**src/design/synth_cfg_pkg.sv**
```systemverilog
package synth_cfg_pkg;

    // Configuration port offsets, as printed for the configuration port
    localparam logic [7:0] OFS_MAIN  = 8'h00;
    localparam logic [7:0] OFS_B1_R  = 8'h06;
    localparam logic [7:0] OFS_B1_P  = 8'h07;
    localparam logic [7:0] OFS_B1_S  = 8'h08;
    localparam logic [7:0] OFS_B2_R  = 8'h09;
    localparam logic [7:0] OFS_B2_P  = 8'h0a;
    localparam logic [7:0] OFS_B2_S  = 8'h0b;
    localparam logic [7:0] OFS_RAMP  = 8'h0c;

    // Slot order of the six divider registers inside the bank store
    localparam logic [2:0] SLOT_B1_R = 3'h0;
    localparam logic [2:0] SLOT_B1_P = 3'h1;
    localparam logic [2:0] SLOT_B1_S = 3'h2;
    localparam logic [2:0] SLOT_B2_R = 3'h3;
    localparam logic [2:0] SLOT_B2_P = 3'h4;
    localparam logic [2:0] SLOT_B2_S = 3'h5;
    localparam logic [2:0] SLOT_NONE = 3'h7;

    // Field positions
    localparam int BANK_SEL_BIT = 0;
    localparam int BAND_LSB     = 3;
    localparam int RAMP_LSB     = 3;

    // Values after reset
    localparam logic [7:0] MAIN_RESET = 8'h00;
    localparam logic [7:0] RAMP_RESET = 8'h00;
    localparam logic [7:0] DIV_RESET  = 8'h00;

    // Band codes
    typedef enum logic [1:0] {
        BAND_902_915 = 2'h0,
        BAND_915_928 = 2'h1,
        BAND_LOW_HIGH = 2'h2,
        BAND_UNUSED  = 2'h3
    } band_t;

    // Regulator rise/fall time per ramp code, in tenths of a microsecond
    localparam logic [7:0] RAMP_TIME_0 = 8'h1e;
    localparam logic [7:0] RAMP_TIME_1 = 8'h55;
    localparam logic [7:0] RAMP_TIME_2 = 8'h96;
    localparam logic [7:0] RAMP_TIME_3 = 8'he6;

    // Loop divider: numerator 75*(P+1)+S, reference divider R+1
    localparam logic [15:0] LOOP_MULT = 16'h004b;

endpackage

```
**src/design/synth_bank_if.sv**
```systemverilog
`timescale 1ns/100ps
`default_nettype none
interface synth_bank_if;
    logic [7:0] b1_r;
    logic [7:0] b1_p;
    logic [7:0] b1_s;
    logic [7:0] b2_r;
    logic [7:0] b2_p;
    logic [7:0] b2_s;
    logic       sel;

    modport cfg (output b1_r, b1_p, b1_s, b2_r, b2_p, b2_s, sel);
    modport use_side (input b1_r, b1_p, b1_s, b2_r, b2_p, b2_s, sel);
endinterface
`default_nettype wire

```
**src/design/synth_bank_select.sv**
```systemverilog
`timescale 1ns/100ps
`default_nettype none
module synth_bank_select (
    // Clock and reset
    input  wire logic        clk_in,
    input  wire logic        rst_in,
    input  wire logic        ce_in,
    // Both banks and the select bit
    synth_bank_if.use_side   bank,
    // Active divider set
    output logic             bank_out,
    output logic [7:0]       r_out,
    output logic [7:0]       p_out,
    output logic [7:0]       s_out,
    output logic [15:0]      loop_num_out,
    output logic [8:0]       ref_div_out
);
    typedef struct packed {
        logic        bank;
        logic [7:0]  r;
        logic [7:0]  p;
        logic [7:0]  s;
        logic [15:0] num;
        logic [8:0]  den;
    } sel_state_t;

    sel_state_t st;
    sel_state_t next_st;

    always_comb begin
        logic [7:0] r;
        logic [7:0] p;
        logic [7:0] s;
        r = bank.sel ? bank.b2_r : bank.b1_r;
        p = bank.sel ? bank.b2_p : bank.b1_p;
        s = bank.sel ? bank.b2_s : bank.b1_s;
        next_st      = st;
        next_st.bank = bank.sel;
        next_st.r    = r;
        next_st.p    = p;
        next_st.s    = s;
        // 16 bits hold the largest numerator, 75*256+255
        next_st.num  = 16'(synth_cfg_pkg::LOOP_MULT * ({8'h00, p} + 16'h0001) + {8'h00, s});
        next_st.den  = {1'b0, r} + 9'h001;
    end

    always_ff @(posedge clk_in or posedge rst_in) begin
        if (rst_in) begin
            st <= '0;
        end else if (ce_in) begin
            st <= next_st;
        end
    end

    assign bank_out     = st.bank;
    assign r_out        = st.r;
    assign p_out        = st.p;
    assign s_out        = st.s;
    assign loop_num_out = st.num;
    assign ref_div_out  = st.den;
endmodule // synth_bank_select
`default_nettype wire

```
**src/design/synth_channel_bank_select.sv**
```systemverilog
`timescale 1ns/100ps
`default_nettype none
module synth_channel_bank_select #(
    parameter int CFG_ADDR_W = 5
) (
    // Clock, reset, enable
    input  wire logic                  CLK_IN,
    input  wire logic                  RST_IN,
    input  wire logic                  CE_IN,
    // Configuration port
    input  wire logic                  CFG_WR_IN,
    input  wire logic                  CFG_RD_IN,
    input  wire logic [CFG_ADDR_W-1:0] CFG_ADDR_IN,
    input  wire logic [7:0]            CFG_WDATA_IN,
    output logic      [7:0]            CFG_RDATA_OUT,
    output logic                       CFG_RVALID_OUT,
    // Synthesizer control
    output logic                       ACTIVE_BANK_OUT,
    output logic      [7:0]            DIV_R_OUT,
    output logic      [7:0]            DIV_P_OUT,
    output logic      [7:0]            DIV_S_OUT,
    output logic      [15:0]           LOOP_NUM_OUT,
    output logic      [8:0]            REF_DIV_OUT,
    // Band selection
    output logic      [1:0]            BAND_OUT,
    output logic                       BAND_863_870_OUT,
    output logic                       BAND_902_915_OUT,
    output logic                       BAND_915_928_OUT,
    output logic                       BAND_950_960_OUT,
    output logic                       BAND_VALID_OUT,
    // Power amplifier regulator ramp
    output logic      [1:0]            PA_RAMP_CODE_OUT,
    output logic      [7:0]            PA_RAMP_TIME_OUT
);
    // Offsets reach 0x0c and are compared on eight bits
    if (CFG_ADDR_W < 4 || CFG_ADDR_W > 8) begin : g_bad_addr_w
        $error("CFG_ADDR_W must lie in 4..8");
    end

    typedef struct packed {
        logic [7:0]      main;
        logic [7:0]      ramp;
        logic [5:0][7:0] divs;
        logic [7:0]      rdata;
        logic            rvalid;
        logic [1:0]      band;
        logic [3:0]      band_hit;
        logic            band_valid;
        logic [1:0]      ramp_code;
        logic [7:0]      ramp_time;
    } top_state_t;

    top_state_t st;
    top_state_t next_st;

    // Shared by the write and the read decode
    function automatic logic [2:0] div_slot(input logic [7:0] ofs);
        unique case (ofs)
            synth_cfg_pkg::OFS_B1_R: div_slot = synth_cfg_pkg::SLOT_B1_R;
            synth_cfg_pkg::OFS_B1_P: div_slot = synth_cfg_pkg::SLOT_B1_P;
            synth_cfg_pkg::OFS_B1_S: div_slot = synth_cfg_pkg::SLOT_B1_S;
            synth_cfg_pkg::OFS_B2_R: div_slot = synth_cfg_pkg::SLOT_B2_R;
            synth_cfg_pkg::OFS_B2_P: div_slot = synth_cfg_pkg::SLOT_B2_P;
            synth_cfg_pkg::OFS_B2_S: div_slot = synth_cfg_pkg::SLOT_B2_S;
            default:                 div_slot = synth_cfg_pkg::SLOT_NONE;
        endcase
    endfunction

    function automatic logic [7:0] ramp_time(input logic [1:0] code);
        unique case (code)
            2'h0: ramp_time = synth_cfg_pkg::RAMP_TIME_0;
            2'h1: ramp_time = synth_cfg_pkg::RAMP_TIME_1;
            2'h2: ramp_time = synth_cfg_pkg::RAMP_TIME_2;
            2'h3: ramp_time = synth_cfg_pkg::RAMP_TIME_3;
        endcase
    endfunction

    logic [7:0] addr;
    logic [2:0] wslot;
    assign addr  = 8'(CFG_ADDR_IN);
    assign wslot = div_slot(addr);

    always_comb begin
        logic [1:0] band;
        logic [1:0] rcode;
        band           = st.main[synth_cfg_pkg::BAND_LSB +: 2];
        rcode          = st.ramp[synth_cfg_pkg::RAMP_LSB +: 2];
        next_st        = st;
        next_st.rvalid = 1'b0;
        // Writes: unmapped offsets are dropped without effect
        if (CFG_WR_IN) begin
            if (wslot != synth_cfg_pkg::SLOT_NONE) begin
                next_st.divs[wslot] = CFG_WDATA_IN;
            end else if (addr == synth_cfg_pkg::OFS_MAIN) begin
                next_st.main = CFG_WDATA_IN;
            end else if (addr == synth_cfg_pkg::OFS_RAMP) begin
                next_st.ramp = CFG_WDATA_IN;
            end
        end
        // Reads return the value before a same-cycle write; unmapped read as zero
        if (CFG_RD_IN) begin
            next_st.rvalid = 1'b1;
            if (wslot != synth_cfg_pkg::SLOT_NONE) begin
                next_st.rdata = st.divs[wslot];
            end else if (addr == synth_cfg_pkg::OFS_MAIN) begin
                next_st.rdata = st.main;
            end else if (addr == synth_cfg_pkg::OFS_RAMP) begin
                next_st.rdata = st.ramp;
            end else begin
                next_st.rdata = 8'h00;
            end
        end
        next_st.band       = band;
        next_st.band_hit   = 4'h0;
        next_st.band_valid = 1'b1;
        unique case (band)
            synth_cfg_pkg::BAND_902_915:  next_st.band_hit = 4'h2;
            synth_cfg_pkg::BAND_915_928:  next_st.band_hit = 4'h4;
            synth_cfg_pkg::BAND_LOW_HIGH: next_st.band_hit = 4'h9;
            synth_cfg_pkg::BAND_UNUSED:   next_st.band_valid = 1'b0;
        endcase
        next_st.ramp_code = rcode;
        next_st.ramp_time = ramp_time(rcode);
    end

    always_ff @(posedge CLK_IN or posedge RST_IN) begin
        if (RST_IN) begin
            st            <= '0;
            st.main       <= synth_cfg_pkg::MAIN_RESET;
            st.ramp       <= synth_cfg_pkg::RAMP_RESET;
            st.divs       <= {6{synth_cfg_pkg::DIV_RESET}};
            st.band_hit   <= 4'h2;
            st.band_valid <= 1'b1;
            st.ramp_time  <= synth_cfg_pkg::RAMP_TIME_0;
        end else if (CE_IN) begin
            st <= next_st;
        end
    end

    // The select bit reaches the bank mux only through the register copy, so the
    // host's write order alone decides when a bank goes live
    synth_bank_if bank_bus ();
    assign bank_bus.b1_r = st.divs[synth_cfg_pkg::SLOT_B1_R];
    assign bank_bus.b1_p = st.divs[synth_cfg_pkg::SLOT_B1_P];
    assign bank_bus.b1_s = st.divs[synth_cfg_pkg::SLOT_B1_S];
    assign bank_bus.b2_r = st.divs[synth_cfg_pkg::SLOT_B2_R];
    assign bank_bus.b2_p = st.divs[synth_cfg_pkg::SLOT_B2_P];
    assign bank_bus.b2_s = st.divs[synth_cfg_pkg::SLOT_B2_S];
    assign bank_bus.sel  = st.main[synth_cfg_pkg::BANK_SEL_BIT];

    synth_bank_select u_select (
        .clk_in       (CLK_IN),
        .rst_in       (RST_IN),
        .ce_in        (CE_IN),
        .bank         (bank_bus),
        .bank_out     (ACTIVE_BANK_OUT),
        .r_out        (DIV_R_OUT),
        .p_out        (DIV_P_OUT),
        .s_out        (DIV_S_OUT),
        .loop_num_out (LOOP_NUM_OUT),
        .ref_div_out  (REF_DIV_OUT)
    );

    assign CFG_RDATA_OUT    = st.rdata;
    assign CFG_RVALID_OUT   = st.rvalid;
    assign BAND_OUT         = st.band;
    assign BAND_863_870_OUT = st.band_hit[0];
    assign BAND_902_915_OUT = st.band_hit[1];
    assign BAND_915_928_OUT = st.band_hit[2];
    assign BAND_950_960_OUT = st.band_hit[3];
    assign BAND_VALID_OUT   = st.band_valid;
    assign PA_RAMP_CODE_OUT = st.ramp_code;
    assign PA_RAMP_TIME_OUT = st.ramp_time;
endmodule // synth_channel_bank_select
`default_nettype wire

```
**config.mk**
```make
export PLATFORM = sky130hd
export DESIGN_NAME = synth_channel_bank_select
export DESIGN_NICKNAME = d
export VERILOG_FILES = /design/src/design/synth_cfg_pkg.sv /design/src/design/synth_bank_if.sv /design/src/design/synth_bank_select.sv /design/src/design/synth_channel_bank_select.sv
export SDC_FILE = /design/constraint.sdc
export NUM_CORES = 1
export LEC_CHECK = 0
export BUFFER_PORTS_ARGS = -buffer_cell sky130_fd_sc_hd__buf_2
export CAP_MARGIN = 20
export CORE_ASPECT_RATIO = 0.9
export CORE_MARGIN = 1
export CORE_UTILIZATION = 55
export DETAILED_ROUTE_END_ITERATION = 10
export PLACE_DENSITY = 0.84
export SETUP_SLACK_MARGIN = 0.2
export SYNTH_ARGS = -nofsm -noshare
export SYNTH_HDL_FRONTEND = slang
export SYNTH_SLANG_ARGS = --single-unit
```
**constraint.sdc**
```tcl
create_clock -name CLK_IN -period 7.8 [get_ports CLK_IN]
set_clock_uncertainty 0.1 [all_clocks]
set_input_delay 1.17 -clock CLK_IN [delete_from_list [all_inputs] [get_ports CLK_IN]]
set_output_delay 1.17 -clock CLK_IN [all_outputs]
set_load 0.01 [all_outputs]
```
=== Word-level counts from Yosys, hierarchy flattened ===
Index checks and enable logic that the tools add are counted.

* Register bits: 140
* Bits of input ports: 18
* Output and inout port bits: 76
* Word-level logic and storage cells: 67

* $add $sub $neg: 3
* Multiply operators: 1
* $lt $le $gt $ge: 2
* Equality and inequality tests: 14
* Muxes and demuxes: 16
* Bitwise logic cells: 2
* Reductions and logical operators: 8

{| class="wikitable"
|+ Operators with widths
! operator !! count
|-
| $mux 8 || 8
|-
| $bwmux 48 || 1
|-
| $pmux 8 s4 || 1
|-
| $eq 5x4->1 const B || 5
|-
| $bmux 8 s3 || 1
|-
| $demux 8 s3 || 1
|-
| $add 8x1->9 const B || 2
|-
| $pmux 3 s6 || 1
|-
| $add 16x8->16 || 1
|-
| $mul 7x16->16 const A || 1
|-
| $pmux 4 s3 || 1
|-
| $eq 5x3->1 const B || 2
|-
| $eq 2x2->1 const B || 4
|-
| $logic_not 8->1 || 1
|-
| $reduce_and 5->1 || 1
|-
| $eq 2x1->1 const B || 2
|-
| $logic_not 2->1 || 2
|-
| $lt 3x4->1 const B || 1
|-
| $reduce_and 4->1 || 1
|-
| $ge 3x1->1 const B || 1
|-
| $ne 3x3->1 const B || 1
|-
| $reduce_and 3->1 || 1
|-
| $mux 1 || 2
|-
| $not 1->1 || 2
|-
| 2 further kinds || 2
|}

=== Depth between registers and ports, before layout ===
* Word-level depth: 7
* Gate-level depth with buffers: 24

=== Modules after synthesis ===
Synthesis repeated with hierarchy kept, for this count alone.

* Cell total of the unflattened synthesis: 727
* Area total of the unflattened synthesis: 8204.1 µm²

{| class="wikitable"
|+ By module, submodules not included
! module !! times used !! cells each !! area an instance (µm²) !! sequential area each (µm²)
|-
| synth_channel_bank_select || 1 || 330 || 4164.0 || 2208.4
|-
| synth_bank_select || 1 || 397 || 4040.1 || 1251.2
|}

=== Worst setup path after synthesis ===
Ideal clock, no wire load.

* Path type: reg2reg
* From: register st, in the netlist bank_bus.sel
* To: register u_select.st, in the netlist u_select.loop_num_out[15]
* Arrival time: 5092 ps
* Slack: 2472 ps
* Cell stages (with the launch flop): 23
* Cells stage by stage: dfrtp_1 > buf_4 > buf_4 > buf_2 > buf_2 > mux2_2 > ha_1 > inv_1 > a211oi_2 > nand2b_1 > xor2_1 > ha_1 > ha_1 > fa_1 > inv_1 > fa_1 > inv_1 > ha_1 > nand3_1 > nor2_1 > o31ai_1 > o311a_1 > o21ai_0

{| class="wikitable"
|+ RTL lines
! item !! RTL line !! source
|-
| from (decl) || synth_channel_bank_select.sv:53 || <nowiki>top_state_t st;</nowiki>
|-
| from (signal assigned) || synth_channel_bank_select.sv:136 || <nowiki>st <= next_st;</nowiki>
|-
| to (signal assigned) || synth_bank_select.sv:51 || <nowiki>st <= next_st;</nowiki>
|-
| to (decl) || synth_bank_select.sv:27 || <nowiki>sel_state_t st;</nowiki>
|}

==> results.txt <==
The number of buffers inserted during clock tree synthesis came out at 17. The arrival time of data at the critical path endpoint came out at 5.72 ns. The flow ran to the end, and the final reports show no timing, DRC or antenna violations. The number of top-level pins came out at 94. Detailed placement finished with a half-perimeter wire length of 13330 um. The synthesized design contains 0 enable-type register cells. The residual antenna-violating net count after detailed routing came out at 0. For this design the static power due to leakage is 4.470 nW.

In this run the horizontal extent of the chip is between 100 and 150 um. The synthesized instance count is 740. The number of standard cells in the layout, taps in and fillers out is 1010. The flip-flop count of the largest register, all copies and words added came out at 16. The required time of the critical path is 7.97 ns.

Counting every net in the synthesized netlist gives 819. The H-tree depth reported by CTS is 4. The predominant post-synthesis flop cell is sky130_fd_sc_hd__dfrtp_1. The standard cell area after detailed placement is 8536 um2. The final-report hold violation count was 0. The worst-case clock buffer depth came out at 2. The launching element type of the critical path is a flop. The number of detailed-route iterations in the first pass came out at 5. The synthesized netlist contains 68 unique library cells. Setup repair after global routing left no endpoint under its margin. The total power density per cell area came out at just under 300 nW/um2. The share of layout cells above drive strength 1 came out at 0.2864. After synthesis the cells add up to a little over 8000 um2.

The utilization of the core after routing is 0.6422. The library cell used as clock root buffer is sky130_fd_sc_hd__clkbuf_16. The post-CTS resize count came out at 0. STA classifies the critical path endpoint as a flop. The latest clock arrival within the worst-skew pair is 0.43 ns. The height of the die came out at 117.2 um. The signal on the critical path passes through mux2i_1, inv_1, ha_1, inv_1, a211oi_2, nand2b_1, xor2_1, ha_1, ha_1, fa_1, inv_1, fa_1, inv_1, ha_1, nand3_1, nor2_1, o31ai_1, o31a_1, o311ai_1. Dividing the detail-routed wire length by the instance count gives 19.01 um.

The register bit count reported by yosys came out at 138. The post-route DRC violation count came out at 0. The number of antenna repair diodes came out at 0. The sequential share of the synthesized area is 0.4268. In this run the standard cell core region covers 14210 um2. The delay of the slowest critical-path stage came out at 0.81 ns. After clock tree synthesis, the clock-pin slew on the worst setup and hold paths is 0.06 ns. The total number of clock tree sinks came out at 138. The number of nets in the layout is 883.

The maximum resistive drop on vdd is 0.2203 mV. The worst pin sits at a relative slew slack of 0.3142. The kind of critical path is reg2reg. The final setup violation count is 0.

The shortest period the worst path allows came out at around 5.5 ns. The class of the most critical hold timing path is reg2reg. The wire length of the first global-routing pass is 30320 um. The starting density of the core is 0.5705. Static timing analysis puts the maximum clock frequency at between 150 and 200 MHz.

Relative to the synthesized area, the layout overhead comes to 12.58%. The overall fraction of global-route tracks in use came out at 0.2696. The total number of placement rows came out at 41. The floorplan die area is about 15000 um2. The slowest stage of the critical path belongs to the cell sky130_fd_sc_hd__mux2i_1.

TritonCTS built the clock tree. In the finished design, the share of the clock period the worst path needs comes to 0.7114. The final global-route overflow total is 0. The setup total negative slack came out at 0 ns.

The proportion of register bits with asynchronous set or reset after synthesis came out at 1.000. The total of warnings raised by yosys came out at 0. The total routed wirelength is 19200 um. At the end of routability-driven placement, the weighted congestion stood at between 0.9 and 1. The total of hold buffers inserted after clock tree synthesis is 0. For this block, the initial DRC count from the detailed router was between 500 and 600. Max-cap violations in this run came to 0. The overall via count from detail_route came out at between 5000 and 6000. Once placement completed, the tool counted placed cells totaling 978. The maximum fanout count along the critical path came out at 8. The detail-routed via count per cell is 5.885. The largest net degree at the start of global routing is 83. The count of input and output buffers is 92.

The number of buffers added for setup after CTS is 0. With fillers left out, the area of the finished cells amounts to 9126 um2. The actual slew at the worst max-slew pin came out at between 1 and 1.5 ns. The average cell area after synthesis is 10.95 um2. The number of global-route vias before repair is between 5000 and 6000.

The initial antenna violation count was 0. The final-report max-slew violation count came out at 0.
-- power by group --
part           leakage, nW  internal [mW]  switching [mW]
Sequential            1.78          0.833          0.0822
Clock                0.288          0.476           0.333
Combinational         2.40          0.414           0.558
Total                 4.47           1.72           0.973
-- worst max-delay path, delay by kind of cell, from the launching register on --
family | cells | cell delay [ns]
AOI/OAI and AO/OA | 4 | 0.69
xor gates and xnor gates | 1 | 0.37
adders and majority gates | 6 | 2.34
buffers and inverters | 4 | 0.29
DFF | 1 | 0.36
muxes | 1 | 0.81
and+or+nand+nor | 3 | 0.39
-- worst paths after layout --
| kind | from | end | slack (ns) | cells after the start |
|---|---|---|---|---|
| hold / removal | CFG_RDATA_OUT[6]$_DFFE_PP0P_ | CFG_RDATA_OUT[6]$_DFFE_PP0P_ | 0.38 | 2 |
| min in group asynchronous | RST_IN | st[89]$_DFFE_PP0P_ | 0.77 | 2 |
| hold reg to reg | CFG_RDATA_OUT[6]$_DFFE_PP0P_ | CFG_RDATA_OUT[6]$_DFFE_PP0P_ | 0.38 | 2 |
| setup / recovery | bank_bus.sel$_DFFE_PP0P_ | u_select.loop_num_out[13]$_DFFE_PP0P_ | 2.25 | 19 |
| setup reg to reg | bank_bus.sel$_DFFE_PP0P_ | u_select.loop_num_out[13]$_DFFE_PP0P_ | 2.25 | 19 |
| max in group asynchronous | RST_IN | u_select.loop_num_out[6]$_DFFE_PP0P_ | 5.63 | 3 |
-- layout by cell type (no fill, tap or decap), types with 13 or more instances in the layout --
cell                          n
sky130_fd_sc_hd__o21ai_0     25
sky130_fd_sc_hd__nor2_1      71
sky130_fd_sc_hd__ha_1        47
sky130_fd_sc_hd__mux2_2      76
sky130_fd_sc_hd__clkbuf_16   17
sky130_fd_sc_hd__buf_2       92
sky130_fd_sc_hd__fa_1        14
sky130_fd_sc_hd__inv_1       55
sky130_fd_sc_hd__nand2_1     34
sky130_fd_sc_hd__mux2i_1     34
sky130_fd_sc_hd__dfrtp_1    133
sky130_fd_sc_hd__a21oi_1     37
sky130_fd_sc_hd__o31ai_1     13
-- cell usage after synthesis (2+ instances only) --
master | instances | share of area
sky130_fd_sc_hd__a211oi_1 | 3 | 0.0028
sky130_fd_sc_hd__a21o_1 | 3 | 0.0028
sky130_fd_sc_hd__a21oi_1 | 37 | 0.023
sky130_fd_sc_hd__a221oi_1 | 9 | 0.0097
sky130_fd_sc_hd__a31oi_1 | 2 | 0.0015
sky130_fd_sc_hd__and3_1 | 2 | 0.0015
sky130_fd_sc_hd__and3b_1 | 2 | 0.0022
sky130_fd_sc_hd__buf_1 | 3 | 0.0014
sky130_fd_sc_hd__buf_2 | 9 | 0.0056
sky130_fd_sc_hd__buf_4 | 23 | 0.021
sky130_fd_sc_hd__buf_6 | 2 | 0.0028
sky130_fd_sc_hd__clkbuf_1 | 13 | 0.0060
sky130_fd_sc_hd__dfrtp_1 | 133 | 0.41
sky130_fd_sc_hd__dfstp_2 | 5 | 0.016
sky130_fd_sc_hd__fa_1 | 14 | 0.035
sky130_fd_sc_hd__ha_1 | 47 | 0.073
sky130_fd_sc_hd__inv_1 | 56 | 0.026
sky130_fd_sc_hd__mux2_1 | 8 | 0.011
sky130_fd_sc_hd__mux2_2 | 76 | 0.11
sky130_fd_sc_hd__mux2_4 | 8 | 0.015
sky130_fd_sc_hd__mux2i_1 | 34 | 0.042
sky130_fd_sc_hd__mux2i_2 | 2 | 0.0034
sky130_fd_sc_hd__nand2_1 | 34 | 0.016
sky130_fd_sc_hd__nand2b_1 | 4 | 0.0031
sky130_fd_sc_hd__nand3_1 | 12 | 0.0074
sky130_fd_sc_hd__nand3b_1 | 8 | 0.0074
sky130_fd_sc_hd__nand4_1 | 2 | 0.0015
sky130_fd_sc_hd__nor2_1 | 71 | 0.033
sky130_fd_sc_hd__nor2b_1 | 5 | 0.0039
sky130_fd_sc_hd__nor3_1 | 4 | 0.0025
sky130_fd_sc_hd__o211ai_1 | 3 | 0.0028
sky130_fd_sc_hd__o21a_1 | 7 | 0.0065
sky130_fd_sc_hd__o21ai_0 | 25 | 0.015
sky130_fd_sc_hd__o2bb2ai_1 | 2 | 0.0022
sky130_fd_sc_hd__o31a_1 | 3 | 0.0032
sky130_fd_sc_hd__o31ai_1 | 13 | 0.012
sky130_fd_sc_hd__or2_2 | 2 | 0.0015
sky130_fd_sc_hd__or3_1 | 4 | 0.0031
sky130_fd_sc_hd__xnor2_1 | 12 | 0.013
sky130_fd_sc_hd__xor2_1 | 10 | 0.011
-- stage by stage --
step | setup slack [ns] | power [mW] | hold WS (ns)
after floorplan | 2.472 | 1.615 | 0.3498
after global placement | 2.600 | 1.836 | 0.3618
after detailed placement | 2.405 | 1.875 | 0.3742
after CTS | 2.320 | 2.695 | 0.3868
after global routing | 1.944 | 2.856 | 0.3955
final | 2.251 | 2.696 | 0.3784
-- area by class of cell --
cell class              count  area [um2]
flip-flops and latches    138        3460
clock inverters            15       165.2
clock buffers              17       425.4
multi-input cells         496        4136
well taps                 193       241.5
inverters                  56       215.2
fillers                  1131        5084
repair buffers             95       483.0
-- cells by family after synthesis --
logic type	Yosys count	synth area share
simple gates	162	0.09863
other cells	1	0.0004626
compound gates	120	0.09863
mux	129	0.1797
xor+xnor	23	0.02578
buf+inv	106	0.06297
fa+ha+maj	61	0.1071
flops	138	0.4268
-- per-layer routing --
metal / part of all wire / track usage / routed length [um] / vias up
li1: - / - / - / 2702
met1: 0.44 / 0.3673 / 8468 / 2948
met2: 0.47 / 0.4296 / 8971 / 257
met3: 0.068 / 0.04455 / 1304 / 37
met4: 0.024 / 0.1163 / 453 / 0
met5: 0 / 0 / 0 / -
Note: power is estimated with default switching activity, not from simulation.
